$ cat src/pioc_defs.vh
/*
 * register offsets, field positions, reset values and bus constants
 * for the programmable io bank.
 * assumes a 32-bit classic wishbone slave with byte addresses.
 */
`ifndef PIOC_DEFS_VH
`define PIOC_DEFS_VH

// ----------------------------------------------------------------
// register byte offsets
// ----------------------------------------------------------------
`define PIOC_ADR_CTRL 8'h00
`define PIOC_ADR_USED 8'h04
`define PIOC_ADR_IREG 8'h08
`define PIOC_ADR_OREG 8'h0c
`define PIOC_ADR_OEREG 8'h10
`define PIOC_ADR_PULL 8'h14
`define PIOC_ADR_PADIN 8'h18
`define PIOC_ADR_STAT 8'h1c

// ----------------------------------------------------------------
// field positions
// ----------------------------------------------------------------
`define PIOC_CTRL_DONE 0
`define PIOC_CTRL_FREEZE 1
`define PIOC_STAT_CONFIGURED 0
`define PIOC_STAT_FREEZE 1

// ----------------------------------------------------------------
// reset values
// ----------------------------------------------------------------
`define PIOC_RST_MASK 32'h00000000
`define PIOC_RST_PULL 32'hffffffff

`endif

$ cat src/pioc_bank.v
/*
 * one io bank of programmable io cells with a classic wishbone
 * register slave for cell configuration and bank-wide freeze.
 * assumes rst_i is the power-on reset and all inputs are
 * synchronous to clk_i; register and clock enables are pulses or
 * levels sampled on clk_i.
 */
// Added by the designer: register access over Wishbone and the address map.
// What this block does
// - each cell has an input capture stage, an output data stage and a tri-state control stage.
// - while freeze is on, an unregistered input holds its last value so pad changes stop reaching the core.
// - one freeze control serves every cell of the bank.
// - a per-cell latch control holds the value presented to the core while asserted.
// - pad inputs can be captured on the input register enable before reaching the core.
// - output data is either registered on the output register enable or passed straight to the pad.
// - before configuration every pad is high impedance with its weak pull-up on.
// - pads take user settings only after power-on reset release and a finished configuration load.
// - the core side stays idle during power-on reset and runs only after its release.
// - unused pads are blocked and their pull-up is off after configuration.
// - each pad has its own pull-up or no-maintenance choice.
// - registered inputs ignore freeze and hold through their own enables.
`timescale 1ns/1ns
`include "pioc_defs.vh"
module pioc_bank #(
   parameter N = 8
) (
   // clock and reset
   input wire clk_i,
   input wire rst_i,
   // wishbone slave
   input wire cyc_i,
   input wire stb_i,
   input wire we_i,
   input wire [7:0] adr_i,
   input wire [3:0] sel_i,
   input wire [31:0] dat_i,
   output wire [31:0] dat_o,
   output wire ack_o,
   // shared cell enables
   input wire clk_en_i,
   input wire in_clk_en_i,
   input wire out_clk_en_i,
   // core side
   input wire [N-1:0] core_dout_i,
   input wire [N-1:0] core_oe_i,
   input wire [N-1:0] core_latch_i,
   output wire [N-1:0] core_din_o,
   // pad side
   input wire [N-1:0] pad_i,
   output wire [N-1:0] pad_o,
   output wire [N-1:0] pad_oe_o,
   output wire [N-1:0] pad_pu_o
);

   // ----------------------------------------------------------------
   // bus decode
   // ----------------------------------------------------------------
   reg ack_q;
   reg [31:0] dat_q;
   reg [31:0] rd_d;
   wire req;
   wire wr;
   wire [7:0] adr;
   wire [31:0] bmask;

   assign req = cyc_i & stb_i & ~ack_q;
   assign wr = req & we_i;
   assign adr = {adr_i[7:2], 2'b00};
   assign bmask = {{8{sel_i[3]}}, {8{sel_i[2]}}, {8{sel_i[1]}}, {8{sel_i[0]}}};
   assign ack_o = ack_q;
   assign dat_o = dat_q;

   // ----------------------------------------------------------------
   // configuration registers
   // ----------------------------------------------------------------
   reg configured_q;
   reg freeze_q;
   reg [N-1:0] used_q;
   reg [N-1:0] ireg_q;
   reg [N-1:0] oreg_q;
   reg [N-1:0] oereg_q;
   reg [N-1:0] pull_q;
   wire [31:0] rst_mask;
   wire [31:0] rst_pull;

   assign rst_mask = `PIOC_RST_MASK;
   assign rst_pull = `PIOC_RST_PULL;

   function [N-1:0] merge;
      input [N-1:0] old;
      input [31:0] wdat;
      input [31:0] m;
      begin
         merge = (old & ~m[N-1:0]) | (wdat[N-1:0] & m[N-1:0]);
      end
   endfunction

   always @(posedge clk_i) begin
      if (rst_i) begin
         configured_q <= 1'b0;
         freeze_q <= 1'b0;
         used_q <= rst_mask[N-1:0];
         ireg_q <= rst_mask[N-1:0];
         oreg_q <= rst_mask[N-1:0];
         oereg_q <= rst_mask[N-1:0];
         pull_q <= rst_pull[N-1:0];
      end else if (wr) begin
         case (adr)
            `PIOC_ADR_CTRL: begin
               if (sel_i[0]) begin
                  // load completes once and stays until power-on reset
                  if (dat_i[`PIOC_CTRL_DONE]) begin
                     configured_q <= 1'b1;
                  end
                  freeze_q <= dat_i[`PIOC_CTRL_FREEZE];
               end
            end
            `PIOC_ADR_USED: begin
               used_q <= merge(used_q, dat_i, bmask);
            end
            `PIOC_ADR_IREG: begin
               ireg_q <= merge(ireg_q, dat_i, bmask);
            end
            `PIOC_ADR_OREG: begin
               oreg_q <= merge(oreg_q, dat_i, bmask);
            end
            `PIOC_ADR_OEREG: begin
               oereg_q <= merge(oereg_q, dat_i, bmask);
            end
            `PIOC_ADR_PULL: begin
               pull_q <= merge(pull_q, dat_i, bmask);
            end
            default: begin
               configured_q <= configured_q;
            end
         endcase
      end
   end

   // ----------------------------------------------------------------
   // read mux
   // ----------------------------------------------------------------
   always @* begin
      rd_d = 32'h00000000;
      case (adr)
         `PIOC_ADR_CTRL: begin
            rd_d[`PIOC_CTRL_DONE] = configured_q;
            rd_d[`PIOC_CTRL_FREEZE] = freeze_q;
         end
         `PIOC_ADR_USED: begin
            rd_d[N-1:0] = used_q;
         end
         `PIOC_ADR_IREG: begin
            rd_d[N-1:0] = ireg_q;
         end
         `PIOC_ADR_OREG: begin
            rd_d[N-1:0] = oreg_q;
         end
         `PIOC_ADR_OEREG: begin
            rd_d[N-1:0] = oereg_q;
         end
         `PIOC_ADR_PULL: begin
            rd_d[N-1:0] = pull_q;
         end
         `PIOC_ADR_PADIN: begin
            rd_d[N-1:0] = pad_i;
         end
         `PIOC_ADR_STAT: begin
            rd_d[`PIOC_STAT_CONFIGURED] = configured_q;
            rd_d[`PIOC_STAT_FREEZE] = freeze_q;
         end
         default: begin
            rd_d = 32'h00000000;
         end
      endcase
   end

   // ----------------------------------------------------------------
   // acknowledge and read data
   // ----------------------------------------------------------------
   always @(posedge clk_i) begin
      if (rst_i) begin
         ack_q <= 1'b0;
         dat_q <= 32'h00000000;
      end else begin
         ack_q <= req;
         if (req & ~we_i) begin
            dat_q <= rd_d;
         end
      end
   end

   // ----------------------------------------------------------------
   // cells
   // ----------------------------------------------------------------
   genvar i;
   generate
      for (i = 0; i < N; i = i + 1) begin : g_cell
         pioc_cell u_cell (
            .clk_i(clk_i),
            .rst_i(rst_i),
            .configured_i(configured_q),
            .freeze_i(freeze_q),
            .clk_en_i(clk_en_i),
            .in_clk_en_i(in_clk_en_i),
            .out_clk_en_i(out_clk_en_i),
            .used_i(used_q[i]),
            .ireg_i(ireg_q[i]),
            .oreg_i(oreg_q[i]),
            .oereg_i(oereg_q[i]),
            .pull_i(pull_q[i]),
            .dout_i(core_dout_i[i]),
            .oe_i(core_oe_i[i]),
            .latch_i(core_latch_i[i]),
            .din_o(core_din_o[i]),
            .pad_i(pad_i[i]),
            .pad_o(pad_o[i]),
            .pad_oe_o(pad_oe_o[i]),
            .pad_pu_o(pad_pu_o[i])
         );
      end
   endgenerate

endmodule

$ cat src/pioc_cell.v
/*
 * one programmable io cell: input, output and tri-state register
 * stages, freeze and latch holds, pre-configuration pad state.
 * assumes pad and core signals are synchronous to clk_i.
 */
`timescale 1ns/1ns
module pioc_cell (
   // clock and reset
   input wire clk_i,
   input wire rst_i,
   // bank controls
   input wire configured_i,
   input wire freeze_i,
   input wire clk_en_i,
   input wire in_clk_en_i,
   input wire out_clk_en_i,
   // cell configuration
   input wire used_i,
   input wire ireg_i,
   input wire oreg_i,
   input wire oereg_i,
   input wire pull_i,
   // core side
   input wire dout_i,
   input wire oe_i,
   input wire latch_i,
   output wire din_o,
   // pad side
   input wire pad_i,
   output wire pad_o,
   output wire pad_oe_o,
   output wire pad_pu_o
);

   // ----------------------------------------------------------------
   // register stages
   // ----------------------------------------------------------------
   reg in_q;
   reg out_q;
   reg oe_q;
   reg frz_q;
   reg lat_q;
   wire din_raw;
   wire run;

   assign run = configured_i & used_i;

   always @(posedge clk_i) begin
      if (rst_i) begin
         in_q <= 1'b0;
         out_q <= 1'b0;
         oe_q <= 1'b0;
      end else begin
         if (clk_en_i & in_clk_en_i) begin
            in_q <= pad_i;
         end
         if (clk_en_i & out_clk_en_i) begin
            out_q <= dout_i;
            oe_q <= oe_i;
         end
      end
   end

   // ----------------------------------------------------------------
   // freeze and latch holds
   // ----------------------------------------------------------------
   always @(posedge clk_i) begin
      if (rst_i) begin
         frz_q <= 1'b0;
         lat_q <= 1'b0;
      end else begin
         if (!freeze_i) begin
            frz_q <= pad_i;
         end
         if (!latch_i) begin
            lat_q <= din_raw;
         end
      end
   end

   // registered inputs bypass the freeze hold
   assign din_raw = ireg_i ? in_q : (freeze_i ? frz_q : pad_i);
   assign din_o = run & (latch_i ? lat_q : din_raw);

   // ----------------------------------------------------------------
   // pad drive
   // ----------------------------------------------------------------
   assign pad_o = run & (oreg_i ? out_q : dout_i);
   assign pad_oe_o = run & (oereg_i ? oe_q : oe_i);
   assign pad_pu_o = configured_i ? (used_i & pull_i) : 1'b1;

endmodule

$ cat config.mk
export PLATFORM = sky130hd
export DESIGN_NAME = pioc_bank
export DESIGN_NICKNAME = d
export VERILOG_FILES = /design/src/pioc_bank.v /design/src/pioc_cell.v
export VERILOG_INCLUDE_DIRS = /design/src
export SDC_FILE = /design/constraint.sdc
export NUM_CORES = 1
export LEC_CHECK = 0
export BUFFER_PORTS_ARGS = -buffer_cell sky130_fd_sc_hd__buf_2
export CORE_MARGIN = 2
export CORE_UTILIZATION = 50
export CTS_BUF_LIST = sky130_fd_sc_hd__clkbuf_16
export CTS_CLUSTER_DIAMETER = 40
export CTS_CLUSTER_SIZE = 28
export DETAILED_ROUTE_END_ITERATION = 8
export GPL_TIMING_DRIVEN = 1
export PLACE_DENSITY_LB_ADDON = 0.2
export SLEW_MARGIN = 10
export SYNTH_ARGS = -nofsm -noshare
export SYNTH_HDL_FRONTEND = slang
export SYNTH_SLANG_ARGS = --single-unit
$ cat constraint.sdc
create_clock -name clk_i -period 2.4 [get_ports clk_i]
set_input_delay 0.24 -clock clk_i [delete_from_list [all_inputs] [get_ports clk_i]]
set_output_delay 0.24 -clock clk_i [all_outputs]
set_load 0.01 [all_outputs]
==> results of run 1 <==
==> final cells by class <==
type                       count  area share
clock buffer                   9      0.0424
clock inverter                 7     0.00871
inverter                       5     0.00353
multi-input combinational    382       0.456
sequential                    91       0.343
tap                          111      0.0261
timing repair buffer         114       0.121
==> synth_stat cells <==
master,count
a211o_1,8
a211oi_1,5
a21oi_1,29
a221o_1,2
a221oi_1,2
a22oi_1,4
and2_1,2
and4b_1,1
buf_1,1
buf_2,4
buf_4,57
clkbuf_1,24
conb_1,1
dfxtp_1,91
inv_1,5
mux2_2,28
mux2i_1,59
nand2_1,71
nand2b_1,13
nand3_1,11
nand3b_1,2
nand3b_2,1
nand4_1,2
nand4b_1,6
nor2_1,66
nor2b_1,17
nor3_1,4
nor3b_1,2
nor4_4,3
o21ai_0,7
o221ai_1,2
o22ai_1,3
o32ai_1,1
o41ai_1,1
or2_2,2
or3_1,1
or3b_2,1
or4_1,1
or4b_4,1
==> final timing paths <==
| path | end | start |
|---|---|---|
| worst min-delay path | g_cell[0].u_cell.oe_q$_SDFFE_PP0P_ | core_oe_i[0] |
| worst max register to register | flip-flop | ack_o$_SDFF_PP0_ |
| worst max-delay path | core_din_o[2] | freeze_q$_SDFFE_PP0P_ |
| worst min register to register | g_cell[1].u_cell.in_q$_SDFFE_PP0P_ | g_cell[1].u_cell.in_q$_SDFFE_PP0P_ |
==> logic make-up after synthesis <==
kind of cell / after synthesis
other cells: 1
mux: 87
compound gates: 64
buf+inv: 91
simple gates: 207
flops: 91
==> through the flow <==
stage               hold WS, ns  setup slack, ns
floorplan                 0.358            0.574
global placement          0.438            0.527
detailed placement        0.446            0.492
CTS                       0.140            0.124
global route              0.150           0.0303
finish                    0.146            0.132
==> layer usage <==
metal	vias to the layer above	GRT usage	share of wire
li1	1890	-	-
met1	1848	0.324	0.48
met2	116	0.384	0.46
met3	9	0.0400	0.052
met4	0	0.0624	0.0078
met5	-	0	0
==> critical path: cells and delay by family (launching register included) <==
family | cells | cell delay, ns
flops | 1 | 0.44
buf+inv | 2 | 0.37
simple gates | 1 | 0.06
mux | 3 | 0.82
==> cells in the final DEF (no fill, tap or decap), types with 4 or more instances in the layout <==
cell type,instances
nand4b_1,6
inv_1,6
buf_4,17
nand2_1,71
clkbuf_16,9
nor3_1,4
nor2_1,66
a211oi_1,5
conb_1,24
clkinvlp_4,4
a22oi_1,4
mux2_2,28
a21oi_1,29
o21ai_0,7
nor2b_1,17
mux2i_1,59
dfxtp_1,91
nand3_1,11
a211o_1,8
buf_2,95
nand2b_1,13
==> power by group <==
group	total (uW)	switching, uW	internal (uW)
registers	1560	14.6	1550
clock network	1290	597	696
logic	306	185	121
total	3160	796	2360
==> run metrics, run 1 <==
status=finished, final reports clean; PD cells=595 nW/um^2; placed instance area=5050 sq um; largest fanout on the critical path=6; wirelength, routed=11.9 mm; Leakage=0.00220 uW; Initial Utilization=0.513; num rows=35; Total Neg Setup Slack=0 ns; Max Cap Violations=0; hold path depth=3; CTS hold repair buffers=0; Slew Limit Fails=0; largest family of logic cells by synthesized area=simple AND/OR/NAND/NOR gates; Seq/Total Area, Yosys=0.386; multi-input logic area=2420 sq um; relative slew slack=0.524; Final Util=0.578; overall routing resource usage=0.235; Final HPWL DP=8.28 mm; Syn Std Cell Area=4720 sq um; Cells after Synth=541; Clock Latency Late Sink=0.34 ns; arrival time at the worst endpoint=2.03 ns; total iterations of the first detailed-routing run=7; endpoints failing hold=0; share of the synthesized area in the top cell type=0.386; CTS Buffer Depth=2; Overflow after GRT=0; CTS tree=built; PortBufs=95; Ports=149; Worst Tran Pin Value=0.713 ns; Simple-Gate Fraction of Synth Area=0.216; fin cells=719; via count=3,863; Die Span Y=101 um; crit path max-delay cell type=dfxtp_1; #FFs+latches synth=91; final worst-path cycle share=0.945; Layout area overhead=12.7%; Core Area=9200 sq um; DRT iter0 DRCs=218; die area=10,200 sq um; CP required=2.16 ns; share of cells above drive strength 1=0.270; antenna viol nets, final=0; Layout Cell Area excl Fill=5320 sq um; distinct cell type count after synthesis=39; Placed Cells=703; WL/cell=16.5 um; Clock Skews=0.00513 ns; crit start category=flip-flop; Sink Count=91; Yosys warning count=0; min cycle time layout=2.27 ns; H-Tree Depth=3; R2R setup slack=0.59 ns; maximum clock rate=0.441 GHz; Clock Pin Slew Worst Setup and Hold Paths=0.06 ns; Via-to-Cell Ratio=5.37; Peak VDD IR=401 uV; Post-CTS Setup Inserts=0; crit path cell chain=buf_4 > mux2_2 > mux2_2 > mux2i_1 > nor2_1 > buf_2; Fillers=842; Nets=687; Synth area leader=dfxtp_1; Placer Congestion=0.867; Setup Viol. Count Final=0; Num CTS Buffers=9; largest stage delay on the critical path=0.44 ns; largest net degree at the start of global routing=44; RSZ-0062 raised after global routing=false; first-pass GRT wire length=18.4 mm; drt drc=0; post-synthesis mux area share=0.192; Synth Area in Compound Gates=0.0867; die extent in x=101 um; crit path capture type=output port; FF/Latch Area=1820 sq um; Reg2Reg Depth=5; # diodes=0; Post-Synth XOR/XNOR Area=0; vias in the first global route=3,595; # resized after CTS=0; CP Class=reg -> out; CP most frequent cell=mux2_2; Adder-Cell Fraction of Synth Area=0; Power, Total=3160 uW; Hold Path Class=in -> reg; initial antenna violation count=0; Root Buffer=clkbuf_16; post-synthesis area per instance=8.72 sq um; largest cells by area after synthesis=dfxtp_1 39%, mux2i_1 13%, buf_4 9.1%, mux2_2 6.7%, nand2_1 5.6%
(Power assumes the default switching activity.)
==> inputs of run 2 (changes only) <==
--- a/config.mk
+++ b/config.mk
@@ -15,6 +15,7 @@
 export DETAILED_ROUTE_END_ITERATION = 8
 export GPL_TIMING_DRIVEN = 1
 export PLACE_DENSITY_LB_ADDON = 0.2
+export REMOVE_ABC_BUFFERS = 1
 export SLEW_MARGIN = 10
 export SYNTH_ARGS = -nofsm -noshare
 export SYNTH_HDL_FRONTEND = slang
==> constraint.sdc (replaced) <==
create_clock -name clk_i -period 2.5 [get_ports clk_i]
set_input_delay 0.25 -clock clk_i [delete_from_list [all_inputs] [get_ports clk_i]]
set_output_delay 0.25 -clock clk_i [all_outputs]
set_load 0.01 [all_outputs]
==> run 2 against run 1 <==
Against the previous run:
- clock power shrank 5%
- total power decreased by 4.5%
- cell count decreased by 0.42%
- combinational power is 6% lower
- clock skew rose by 0.0020 ns
- register-to-register slack improved by 0.13 ns
- sequential power shrank 4%
- wire length shrank 4.7%
- non-clock buffer count down 2
- worst setup slack better by 0.0039 ns
- critical path depth shrank 1
- highest routed layer unchanged
==> run metrics, run 2 (synthesized netlist as in run 1, its figures left out) <==
Post-CTS Setup Inserts=0; Clock Latency Late Sink=0.34 ns; Peak VDD IR=307 uV; relative slew slack=0.462; drt drc=0; crit start category=flip-flop; Placer Congestion=0.800; Layout Cell Area excl Fill=5290 sq um; first-pass GRT wire length=17.8 mm; Via-to-Cell Ratio=5.32; Num CTS Buffers=9; arrival time at the worst endpoint=2.11 ns; endpoints failing hold=0; H-Tree Depth=3; PortBufs=95; Ports=149; Overflow after GRT=0; CTS hold repair buffers=0; Hold Path Class=in -> reg; min cycle time layout=2.36 ns; Worst Tran Pin Value=0.801 ns; largest stage delay on the critical path=0.71 ns; CTS tree=built; largest net degree at the start of global routing=53; Nets=685; vias in the first global route=3,596; CTS Buffer Depth=2; worst r2r src=ack_o$_SDFF_PP0_; status=finished, final reports clean; share of cells above drive strength 1=0.269; Layout area overhead=12.0%; Root Buffer=clkbuf_16; Sink Count=91; die extent in x=101 um; Initial Utilization=0.513; most common cell after layout, fill and taps aside=buf_2; CP required=2.25 ns; hold path depth=3; RSZ-0062 raised after global routing=false; Leakage=0.00219 uW; num rows=35; Slew Limit Fails=0; Max Cap Violations=0; Reg2Reg Depth=5; overall routing resource usage=0.224; WHS Endpoint=g_cell[3].u_cell.oe_q$_SDFFE_PP0P_; crit path max-delay cell type=dfxtp_1; final worst-path cycle share=0.945; antenna viol nets, final=0; post-route setup slack=0.136 ns; Fillers=886; crit path capture type=output port; CP Class=reg -> out; R2R setup slack=0.72 ns; largest fanout on the critical path=10; Core Area=9200 sq um; CP most frequent cell=mux2_2; placed instance area=5020 sq um; # resized after CTS=0; initial antenna violation count=0; crit path cell chain=mux2_2 > mux2_2 > mux2i_1 > nor2_1 > buf_2; WL/cell=15.8 um; hold wc startpoint=core_oe_i[3]; PD cells=571 nW/um^2; Final Util=0.575; Place WS=0.410 ns; die area=10,200 sq um; most frequent cells in the layout=95 x buf_2, 91 x dfxtp_1, 71 x nand2_1; wirelength, routed=11.3 mm; # diodes=0; maximum clock rate=0.423 GHz; Clock Pin Slew Worst Setup and Hold Paths=0.06 ns; Final HPWL DP=8.17 mm; DRT iter0 DRCs=155; via count=3,807; Setup Viol. Count Final=0; total iterations of the first detailed-routing run=5; Clock Skews=0.00712 ns; Die Span Y=101 um; Total Neg Setup Slack=0 ns
run 2: cell count changes in the layout (fill, tap and decap cells not counted):
cell | previous run | this run
clkinvlp_4 | 4 | 2
inv_1 | 6 | 5
inv_6 | 0 | 1
clkinv_1 | 1 | 0
buf_12 | 2 | 1
buf_4 | 17 | 16
clkinv_2 | 0 | 2
run 2: how the worst max path moves through the flow:
stage	startpoint	to	slack, ns	cells past startpoint
global placement	adr_i[4]	flip-flop	0.41	6
detailed placement	adr_i[4]	flip-flop	0.41	6
global route	freeze_q$_SDFFE_PP0P_	core_din_o[5]	0.06	5
finish	freeze_q$_SDFFE_PP0P_	core_din_o[7]	0.14	5
CTS	freeze_q$_SDFFE_PP0P_	core_din_o[7]	0.11	5
floorplan	adr_i[7]	flip-flop	0.61	4
run 2: final cells by class:
type,count,area [sq um],area share
Clock inverter,6,42.5,0.00805
Timing Repair Buffer,112,616,0.116
Tap cell,111,139,0.0263
Clock buffer,9,225,0.0426
Inverter,5,18.8,0.00355
Sequential cell,91,1820,0.345
Multi-Input combinational cell,382,2420,0.458
run 2: critical path: cells and delay by family, from the launching register on:
family                 cells  cell delay, ns
buffers and inverters      1            0.14
flip-flops                 1            0.71
multiplexers               3            0.87
AND/OR/NAND/NOR            1            0.07
run 2: stage by stage:
step           std cells  hold slack (ns)  total power, uW
3_3_place_gp         701            0.439             1810
3_5_place_dp         701            0.444             1820
2_1_floorplan        478            0.319             1670
6_report             716            0.157             3020
5_1_grt              716            0.156             3140
4_1_cts              716            0.150             3040
run 2: layer usage:
layer	part of all wire	up-vias	wire [um]	GRT usage
li1	-	1886	-	-
met4	0.012	0	133	0.0644
met2	0.48	121	5430	0.374
met1	0.45	1787	5090	0.292
met3	0.058	13	651	0.0490
met5	0	-	0	0
run 2: where the power goes:
| part | internal [uW] | total [uW] | switching, uW | leakage, uW |
|---|---|---|---|---|
| Combinational | 114 | 288 | 174 | 0.00132 |
| Clock | 669 | 1230 | 563 | 0.000128 |
| Sequential | 1490 | 1500 | 14.5 | 0.000741 |
| Total | 2270 | 3020 | 752 | 0.00219 |
